===== config.mk =====
export PLATFORM = sky130hd
export DESIGN_NAME = dcfg_top
export DESIGN_NICKNAME = d
export VERILOG_FILES = /design/src/verilog/dcfg_pkg.sv /design/src/verilog/dcfg_thresh.sv /design/src/verilog/dcfg_top.sv
export SDC_FILE = /design/constraint.sdc
export NUM_CORES = 1
export LEC_CHECK = 0
export BUFFER_PORTS_ARGS = -buffer_cell sky130_fd_sc_hd__buf_4
export CORE_MARGIN = 2
export CORE_UTILIZATION = 40
export CTS_CLUSTER_DIAMETER = 80
export DETAILED_ROUTE_END_ITERATION = 7
export MAX_ROUTING_LAYER = met4
export PLACE_DENSITY = 0.73
export SLEW_MARGIN = 30
export SYNTH_ARGS = -nofsm -noshare
export SYNTH_HDL_FRONTEND = slang
export SYNTH_SLANG_ARGS = --single-unit
export TNS_END_PERCENT = 10

===== constraint.sdc =====
create_clock -name REF_CLK -period 2.1 [get_ports REF_CLK]
set_input_delay 0.105 -clock REF_CLK [delete_from_list [all_inputs] [get_ports REF_CLK]]
set_output_delay 0.105 -clock REF_CLK [all_outputs]
set_load 0.005 [all_outputs]

===== src/verilog/dcfg_pkg.sv =====
// Package: offsets, field positions, reset values and encodings of the data configuration block
package dcfg_pkg;
  localparam int ADDR_W = 4;
  localparam logic [ADDR_W-1:0] DATA_CONFIG_OFS = 4'hE;
  localparam logic [ADDR_W-1:0] TX_CONFIG_OFS = 4'hD;
  localparam int WORD_SEL_BIT = 0;
  localparam int ORDER_SEL_BIT = 1;
  localparam int LONG_SEL_BIT = 2;
  localparam int LSEL_BIT = 3;
  localparam int ARM_BIT = 4;
  localparam int FT_LSB = 5;
  localparam int LBC_LSB = 1;
  localparam logic [7:0] DATA_CONFIG_RST = 8'h04;
  localparam logic [1:0] LOOP_CODE_RST = 2'h0;
  localparam logic [4:0] FIFO_BYTES = 5'h10;
  localparam logic [4:0] RX_THRESH_RST = 5'h02;
  localparam logic [4:0] TX_THRESH_RST = 5'h0E;
  localparam logic [3:0] BURST_LEN_RST = 4'h2;
  localparam logic [3:0] THRESH_UNITS_0 = 4'h1;
  localparam logic [3:0] THRESH_UNITS_1 = 4'h2;
  localparam logic [3:0] THRESH_UNITS_2 = 4'h4;
  localparam logic [3:0] THRESH_UNITS_3 = 4'h6;
  localparam logic [7:0] UNMAPPED_READ = 8'h00;
  typedef enum logic [1:0] {
    LB_NORMAL = 2'b00,
    LB_CONTROLLER = 2'b01,
    LB_ENCODER = 2'b10,
    LB_EXTERNAL = 2'b11
  } loop_mode_t;
endpackage : dcfg_pkg


===== src/verilog/dcfg_thresh.sv =====
// Threshold decoder: FIFO code to receive and transmit byte counts and a burst count in bytes or words
`timescale 1ns/100ps
`default_nettype none
module dcfg_thresh (
  input wire logic clk,
  input wire logic rst,
  input wire logic [1:0] code,
  input wire logic word_mode,
  output logic [4:0] rx_bytes_q,
  output logic [4:0] tx_bytes_q,
  output logic [3:0] burst_units_q
);
  import dcfg_pkg::*;
  logic [3:0] units_d;
  always_comb begin
    case (code)
      2'b00: units_d = THRESH_UNITS_0;
      2'b01: units_d = THRESH_UNITS_1;
      2'b10: units_d = THRESH_UNITS_2;
      default: units_d = THRESH_UNITS_3;
    endcase
  end
  // Word or byte thresholds are the same byte count
  always_ff @(posedge clk) begin
    if (rst) begin
      rx_bytes_q <= RX_THRESH_RST;
      tx_bytes_q <= TX_THRESH_RST;
      burst_units_q <= BURST_LEN_RST;
    end else begin
      rx_bytes_q <= {units_d, 1'b0};
      tx_bytes_q <= FIFO_BYTES - {units_d, 1'b0};
      burst_units_q <= word_mode ? units_d : {units_d[2:0], 1'b0};
    end
  end
endmodule : dcfg_thresh
`default_nettype wire


===== src/verilog/dcfg_top.sv =====
// Data configuration register bank steering DMA width, order, addressing, loopback and FIFO threshold
//
// Added by the designer: the address-and-strobe port.
`timescale 1ns/100ps
`default_nettype none
module dcfg_top (
  input wire logic REF_CLK,
  input wire logic RST,
  input wire logic [dcfg_pkg::ADDR_W-1:0] ADDR,
  input wire logic [7:0] WDATA,
  input wire logic WR,
  input wire logic RD,
  output logic [7:0] RDATA,
  input wire logic [15:0] DMA_WORD,
  input wire logic [15:0] DMA_ADDR,
  input wire logic [15:0] REMOTE_START,
  input wire logic [4:0] FIFO_LEVEL,
  input wire logic SEND_CMD,
  output logic [15:0] BUS_DATA,
  output logic [15:0] BUS_ADDR,
  output logic [15:0] BUS_ADDR_HIGH,
  output logic WORD_MODE,
  output logic LONG_ADDR,
  output logic [1:0] LOOP_MODE,
  output logic SEND_EXEC,
  output logic BUS_REQ,
  output logic [4:0] RX_THRESH,
  output logic [4:0] TX_THRESH,
  output logic [3:0] BURST_LEN
);
  import dcfg_pkg::*;

  logic [6:0] cfg_q;
  logic [1:0] loop_code_q;
  logic [1:0] ft_code;
  logic word_sel;
  logic order_sel;
  logic long_sel;
  logic loop_sel;
  logic auto_init;
  logic swap_lanes;
  wire logic [15:0] lane_d;
  logic [4:0] rx_bytes;
  logic [4:0] tx_bytes;
  logic [3:0] burst_units;
  loop_mode_t loop_d;

  assign word_sel = cfg_q[WORD_SEL_BIT];
  assign order_sel = cfg_q[ORDER_SEL_BIT];
  assign long_sel = cfg_q[LONG_SEL_BIT];
  assign loop_sel = cfg_q[LSEL_BIT];
  assign auto_init = cfg_q[ARM_BIT];
  assign ft_code = cfg_q[FT_LSB+1:FT_LSB];
  // Order bit only steers word transfers
  assign swap_lanes = word_sel && order_sel;

  // Only seven bits are held, so a write to bit seven changes nothing
  always_ff @(posedge REF_CLK) begin
    if (RST) begin
      cfg_q <= DATA_CONFIG_RST[6:0];
    end else if (WR && ADDR == DATA_CONFIG_OFS) begin
      cfg_q <= WDATA[6:0];
    end
  end

  always_ff @(posedge REF_CLK) begin
    if (RST) begin
      loop_code_q <= LOOP_CODE_RST;
    end else if (WR && ADDR == TX_CONFIG_OFS) begin
      loop_code_q <= WDATA[LBC_LSB+1:LBC_LSB];
    end
  end

  // Both registers are write-only; a read returns zero at any address
  always_ff @(posedge REF_CLK) begin
    if (RST) begin
      RDATA <= UNMAPPED_READ;
    end else begin
      RDATA <= UNMAPPED_READ;
    end
  end

  // Loopback needs both the select bit low and a nonzero code from software
  always_comb begin
    if (loop_sel) begin
      loop_d = LB_NORMAL;
    end else begin
      case (loop_code_q)
        2'b01: loop_d = LB_CONTROLLER;
        2'b10: loop_d = LB_ENCODER;
        2'b11: loop_d = LB_EXTERNAL;
        default: loop_d = LB_NORMAL;
      endcase
    end
  end

  // One byte lane per pass; when swapped a lane takes its partner's byte
  for (genvar g = 0; g < 2; g++) begin : g_lane
    assign lane_d[8*g +: 8] = swap_lanes ? DMA_WORD[8*(1-g) +: 8] : DMA_WORD[8*g +: 8];
  end

  dcfg_thresh u_thresh (
    .clk(REF_CLK),
    .rst(RST),
    .code(ft_code),
    .word_mode(word_sel),
    .rx_bytes_q(rx_bytes),
    .tx_bytes_q(tx_bytes),
    .burst_units_q(burst_units)
  );

  always_ff @(posedge REF_CLK) begin
    if (RST) begin
      WORD_MODE <= DATA_CONFIG_RST[WORD_SEL_BIT];
    end else begin
      WORD_MODE <= word_sel;
    end
  end

  always_ff @(posedge REF_CLK) begin
    if (RST) begin
      LONG_ADDR <= DATA_CONFIG_RST[LONG_SEL_BIT];
    end else begin
      LONG_ADDR <= long_sel;
    end
  end

  always_ff @(posedge REF_CLK) begin
    if (RST) begin
      LOOP_MODE <= LB_NORMAL;
    end else begin
      LOOP_MODE <= loop_d;
    end
  end

  always_ff @(posedge REF_CLK) begin
    if (RST) begin
      BUS_DATA <= 16'h0000;
    end else begin
      BUS_DATA <= lane_d;
    end
  end

  always_ff @(posedge REF_CLK) begin
    if (RST) begin
      BUS_ADDR <= 16'h0000;
    end else begin
      BUS_ADDR <= word_sel ? {DMA_ADDR[15:1], 1'b0} : DMA_ADDR;
    end
  end

  always_ff @(posedge REF_CLK) begin
    if (RST) begin
      BUS_ADDR_HIGH <= 16'h0000;
    end else begin
      BUS_ADDR_HIGH <= long_sel ? REMOTE_START : 16'h0000;
    end
  end

  always_ff @(posedge REF_CLK) begin
    if (RST) begin
      SEND_EXEC <= 1'b0;
    end else begin
      SEND_EXEC <= SEND_CMD && auto_init;
    end
  end

  always_ff @(posedge REF_CLK) begin
    if (RST) begin
      BUS_REQ <= 1'b0;
    end else begin
      BUS_REQ <= FIFO_LEVEL >= rx_bytes;
    end
  end

  always_ff @(posedge REF_CLK) begin
    if (RST) begin
      RX_THRESH <= RX_THRESH_RST;
      TX_THRESH <= TX_THRESH_RST;
      BURST_LEN <= BURST_LEN_RST;
    end else begin
      RX_THRESH <= rx_bytes;
      TX_THRESH <= tx_bytes;
      BURST_LEN <= burst_units;
    end
  end

  word_out_a: assert property (@(posedge REF_CLK) disable iff (RST)
    !$past(RST)
    |-> WORD_MODE == $past(word_sel))
    else $error("Word mode output wrong");
  lsb_low_a: assert property (@(posedge REF_CLK) disable iff (RST)
    $past(word_sel)
    |-> !BUS_ADDR[0])
    else $error("Address bit zero high in word mode");
  byte_addr_a: assert property (@(posedge REF_CLK) disable iff (RST)
    !$past(RST) && !$past(word_sel)
    |-> BUS_ADDR == $past(DMA_ADDR))
    else $error("Byte mode address altered");
  word_addr_a: assert property (@(posedge REF_CLK) disable iff (RST)
    !$past(RST) && $past(word_sel)
    |-> BUS_ADDR[15:1] == $past(DMA_ADDR[15:1]))
    else $error("Word mode upper address altered");
  lane_swap_a: assert property (@(posedge REF_CLK) disable iff (RST)
    !$past(RST) && $past(word_sel && order_sel)
    |-> BUS_DATA == {$past(DMA_WORD[7:0]), $past(DMA_WORD[15:8])})
    else $error("Byte lanes not swapped");
  lane_keep_a: assert property (@(posedge REF_CLK) disable iff (RST)
    !$past(RST) && $past(word_sel && !order_sel)
    |-> BUS_DATA == $past(DMA_WORD))
    else $error("Byte lanes swapped with order bit low");
  byte_order_a: assert property (@(posedge REF_CLK) disable iff (RST)
    !$past(RST) && $past(!word_sel)
    |-> BUS_DATA == $past(DMA_WORD))
    else $error("Order applied in byte mode");
  high_addr_a: assert property (@(posedge REF_CLK) disable iff (RST)
    !$past(RST) && $past(long_sel)
    |-> BUS_ADDR_HIGH == $past(REMOTE_START))
    else $error("High address wrong");
  dual_addr_a: assert property (@(posedge REF_CLK) disable iff (RST)
    $past(!long_sel)
    |-> BUS_ADDR_HIGH == 16'h0000)
    else $error("High address driven in dual mode");
  long_out_a: assert property (@(posedge REF_CLK) disable iff (RST)
    !$past(RST)
    |-> LONG_ADDR == $past(long_sel))
    else $error("Long address output wrong");
  reset_las_a: assert property (@(posedge REF_CLK)
    $past(RST)
    |-> LONG_ADDR && cfg_q[LONG_SEL_BIT])
    else $error("Long address not set at reset");
  reset_cfg_a: assert property (@(posedge REF_CLK)
    $past(RST)
    |-> cfg_q == DATA_CONFIG_RST[6:0] && loop_code_q == LOOP_CODE_RST)
    else $error("Configuration not at reset value");
  normal_loop_a: assert property (@(posedge REF_CLK) disable iff (RST)
    $past(loop_sel)
    |-> LOOP_MODE == LB_NORMAL)
    else $error("Loopback while select high");
  loop_pick_a: assert property (@(posedge REF_CLK) disable iff (RST)
    !$past(RST) && !$past(loop_sel)
    |-> LOOP_MODE == $past(loop_code_q))
    else $error("Loopback mode does not follow code");
  loop_load_a: assert property (@(posedge REF_CLK) disable iff (RST)
    WR && ADDR == TX_CONFIG_OFS
    |=> loop_code_q == $past(WDATA[LBC_LSB+1:LBC_LSB]))
    else $error("Loopback code write mishandled");
  send_gate_a: assert property (@(posedge REF_CLK) disable iff (RST)
    SEND_EXEC
    |-> $past(auto_init && SEND_CMD))
    else $error("Send executed without auto-init");
  send_fire_a: assert property (@(posedge REF_CLK) disable iff (RST)
    !$past(RST) && $past(auto_init && SEND_CMD)
    |-> SEND_EXEC)
    else $error("Send not executed with auto-init");
  rx_two_a: assert property (@(posedge REF_CLK) disable iff (RST)
    !$past(RST) && $past(ft_code, 2) == 2'b00
    |-> RX_THRESH == {THRESH_UNITS_0, 1'b0})
    else $error("Receive threshold wrong for code 0");
  rx_four_a: assert property (@(posedge REF_CLK) disable iff (RST)
    !$past(RST) && $past(ft_code, 2) == 2'b01
    |-> RX_THRESH == {THRESH_UNITS_1, 1'b0})
    else $error("Receive threshold wrong for code 1");
  rx_eight_a: assert property (@(posedge REF_CLK) disable iff (RST)
    !$past(RST) && $past(ft_code, 2) == 2'b10
    |-> RX_THRESH == {THRESH_UNITS_2, 1'b0})
    else $error("Receive threshold wrong for code 2");
  rx_thresh_a: assert property (@(posedge REF_CLK) disable iff (RST)
    !$past(RST) && $past(ft_code, 2) == 2'b11
    |-> RX_THRESH == {THRESH_UNITS_3, 1'b0})
    else $error("Receive threshold wrong for code 3");
  bus_req_a: assert property (@(posedge REF_CLK) disable iff (RST)
    !$past(RST)
    |-> BUS_REQ == ($past(FIFO_LEVEL) >= RX_THRESH))
    else $error("Bus request does not follow threshold");
  burst_word_a: assert property (@(posedge REF_CLK) disable iff (RST)
    !$past(RST) && $past(word_sel, 2)
    |-> {BURST_LEN, 1'b0} == RX_THRESH)
    else $error("Word burst length wrong");
  burst_byte_a: assert property (@(posedge REF_CLK) disable iff (RST)
    !$past(RST) && !$past(word_sel, 2)
    |-> {1'b0, BURST_LEN} == RX_THRESH)
    else $error("Byte burst length wrong");
  tx_sum_a: assert property (@(posedge REF_CLK) disable iff (RST)
    !$past(RST)
    |-> RX_THRESH + TX_THRESH == FIFO_BYTES)
    else $error("Transmit threshold wrong");
  unused_bit_a: assert property (@(posedge REF_CLK) disable iff (RST)
    WR && ADDR == DATA_CONFIG_OFS
    |=> cfg_q == $past(WDATA[6:0]))
    else $error("Config write mishandled");
  other_addr_a: assert property (@(posedge REF_CLK) disable iff (RST)
    WR && ADDR != DATA_CONFIG_OFS
    |=> $stable(cfg_q))
    else $error("Config changed by another address");
  read_zero_a: assert property (@(posedge REF_CLK) disable iff (RST)
    RD
    |=> RDATA == UNMAPPED_READ)
    else $error("Read data not zero");
endmodule : dcfg_top
`default_nettype wire


==> results.cfg <==
[timing]
fmaxAchievable_mhz = 527
rsz0062_at_grt = no
final.setup.tns_ps = 0
slew_headroom_pct = 59.8
layout_setup_ws_ps = 201
period_needed_ps = 1900
fin_worst_skew_ps = 9.05
final_min_period_over_clock_period_pct = 90.4
worst_slew_pin_slew_ps = 602
finalMaxSlewViolations = 0
setup_violations = 0
hold_viol = 0

[hold_path]
worst_hold_path_type = primary input to flop

[layout]
layout_commonest_cell = sky130_fd_sc_hd__buf_4
area_delta_synth_final_pct = 59.4
layout-drive-gt1-share_pct = 36.0
mostFrequentLayoutCells = 134 x sky130_fd_sc_hd__buf_4, 83 x sky130_fd_sc_hd__dfxtp_1, 42 x sky130_fd_sc_hd__dlygate4sd3_1, 36 x sky130_fd_sc_hd__nand2_1, 22 x sky130_fd_sc_hd__nor2b_1
layout.nets = 504
diodes = 0

[synthesis]
cell_area_after_technology_mapping_um2 = 2710
synth_cell_type_count = 26
syn_area_per_cell_um2 = 10.5
synth_edf_count = 0
postSynthCellCount = 258
synth-seq-area-share_pct = 61.3
synth_ff_type = sky130_fd_sc_hd__dfxtp_1
ys_async_sr_fraction_pct = 0
total_number_of_yosys_warnings = 0
postSynthRegisterBits = 83

[setup_path]
worstSetupEndpointType = flop
worst_path_arrival_ps = 2190
critPathKind = flop to flop
critPathLaunchType = flop
ff2ff_setup_slack_ps = 200
timing.critical_path.fanout_max = 16
critical_path_required_ps = 2390

[power]
switchingPower_uw = 682
ratio_of_total_power_to_cell_area_nw_per_um2 = 752
internal-power_mw = 2.57
power_leakage_nw = 2.02
vdd.ir_drop.worst_mv = 0.423
power.combinational.fraction_pct = 10.6
share_seq_of_total_power_pct = 50.7
share_clk_of_total_power_pct = 38.8
finalPower_mw = 3.25
p_sw_share_pct = 21.0

[detailed_routing]
number_of_drc_violations_after_detailed_routing_iteration_0 = 58
wl_um = 5950
drt-vias-per-instance = 4.34
num_vias = 2241
route.detailed.drc = 0
drtAntennaViolNets = 0
wl_per_cell_um = 11.5
detailedRoute.firstPassIterationCount = 4

[clock_network]
clkLatencyLatePin_ps = 340
clk_path_buf_depth = 2
clockRootBuffer = sky130_fd_sc_hd__clkbuf_8
tritoncts.num_buffers = 9
cts.reportedPaths.clkPinSlew_ps = 80
post_cts_setup_repair_buffer_count = 0
tritoncts = built
cts.sinks = 83
post_cts_resize_count = 0
cts.hold.buffers_added = 41
cts_max_level = 3

[floorplanning]
die_h_um = 86.3
ios = 146
start_util_pct = 40.6
die_w_um = 86.3
core_area_um2 = 6680
num_rows = 30
die-area_um2 = 7450

[job]
max_cap_viol_count = 0

[outcome]
outcome = finished, final reports clean

[placement]
place.gp.congestion = 0.733
port_buffer_count = 132
placement.setup.worst_slack_ps = 715
place_hpwl_um = 3820

[grt]
grt_pass1_vias = 2145
groute.usage.overall_pct = 16.4
grt_max_degree = 67
grt_remaining_overflow = 0
antenna_found_initial = 0
first_pass_grt_wire_length_um = 9220
-- synth_stat cells (3+ instances only) --
master	count	area, um2
sky130_fd_sc_hd__buf_4	13	97.6
sky130_fd_sc_hd__nand2_1	36	135
sky130_fd_sc_hd__dfxtp_1	83	1660
sky130_fd_sc_hd__a21oi_1	18	90.1
sky130_fd_sc_hd__or2_2	4	25.0
sky130_fd_sc_hd__mux2i_1	9	90.1
sky130_fd_sc_hd__nor2b_1	22	138
sky130_fd_sc_hd__clkbuf_1	3	11.3
sky130_fd_sc_hd__inv_1	6	22.5
sky130_fd_sc_hd__nor2_1	8	30.0
sky130_fd_sc_hd__buf_2	5	25.0
sky130_fd_sc_hd__nor3b_1	3	22.5
sky130_fd_sc_hd__nand2b_1	15	93.8
sky130_fd_sc_hd__and2_1	17	106
sky130_fd_sc_hd__buf_6	3	33.8
sky130_fd_sc_hd__ha_1	3	37.5
-- kinds of logic after synthesis --
| group | Yosys count | share of synthesized area [%] |
|---|---|---|
| fa+ha+maj | 3 | 1.38 |
| other cells | 1 | 0.138 |
| mux | 10 | 3.74 |
| compound gates | 21 | 4.15 |
| buf+inv | 31 | 7.57 |
| simple gates | 109 | 21.7 |
| flops | 83 | 61.3 |
-- final timing paths --
kind / startpoint / to / cells past startpoint
worst max-delay path: cfg_q[0]$_SDFFE_PP0P_ / BUS_DATA[4]$_SDFF_PP0_ / 4
worst min-delay path: DMA_WORD[9] / BUS_DATA[9]$_SDFF_PP0_ / 3
worst max register to register: cfg_q[0]$_SDFFE_PP0P_ / BUS_DATA[4]$_SDFF_PP0_ / 4
worst min register to register: u_thresh.tx_bytes_q[3]$_SDFF_PP1_ / TX_THRESH[3]$_SDFF_PP1_ / 1
-- worst max-delay path, stage by stage (launching register included) --
cell and delay [ps]:
sky130_fd_sc_hd__dfxtp_1 490, sky130_fd_sc_hd__and2_1 540, sky130_fd_sc_hd__nand2_1 110, sky130_fd_sc_hd__a21oi_1 140, sky130_fd_sc_hd__dlygate4sd3_1 560
-- cell type report --
class / count / area, um2
clock inverter: 5 / 85.1
timing repair buffer: 176 / 1430
fill: 554 / 2360
multi-input combinational: 155 / 886
tap: 80 / 100
sequential: 83 / 1660
inverter: 6 / 22.5
clock buffer: 11 / 141
-- registers in the layout, summed over array words and instances, names as in the netlist --
| signal | flops |
|---|---|
| u_thresh.tx_bytes_q | 3 |
| LOOP_MODE | 2 |
| RX_THRESH | 3 |
| BURST_LEN | 4 |
| u_thresh.burst_units_q | 4 |
| LONG_ADDR | 1 |
| BUS_REQ | 1 |
| u_thresh.rx_bytes_q | 3 |
| BUS_ADDR | 16 |
| WORD_MODE | 1 |
| BUS_DATA | 16 |
| cfg_q | 7 |
| loop_code_q | 2 |
| SEND_EXEC | 1 |
| BUS_ADDR_HIGH | 16 |
| TX_THRESH | 3 |
-- stage by stage --
stage	hold WS, ps	utilization [%]	instance area (um2)	cells
2_1_floorplan	226	-	2750	269
5_1_grt	8.61	64.7	4320	516
4_1_cts	0.222	64.6	4310	515
3_3_place_gp	306	55.0	3680	458
3_5_place_dp	309	55.0	3680	458
6_report	17.5	64.7	4320	516
-- metal layers --
metal	GRT usage [%]	up-vias	share of wire, %
met5	-	-	0
li1	-	1128	-
met4	6.68	0	1.1
met1	18.0	1010	41
met3	5.43	7	8.0
met2	27.3	96	50
-- power by group through the flow --
| stage | Combinational, mW | Clock (mW) | Sequential [mW] |
|---|---|---|---|
| final | 0.344 | 1.26 | 1.65 |
| after global routing | 0.375 | 1.37 | 1.65 |
| after CTS | 0.340 | 1.30 | 1.65 |
| after detailed placement | 0.279 | 0 | 1.68 |
| after global placement | 0.274 | 0 | 1.68 |
| after floorplan | 0.0963 | 0 | 1.69 |
Note: power is estimated with default switching activity, not from simulation.
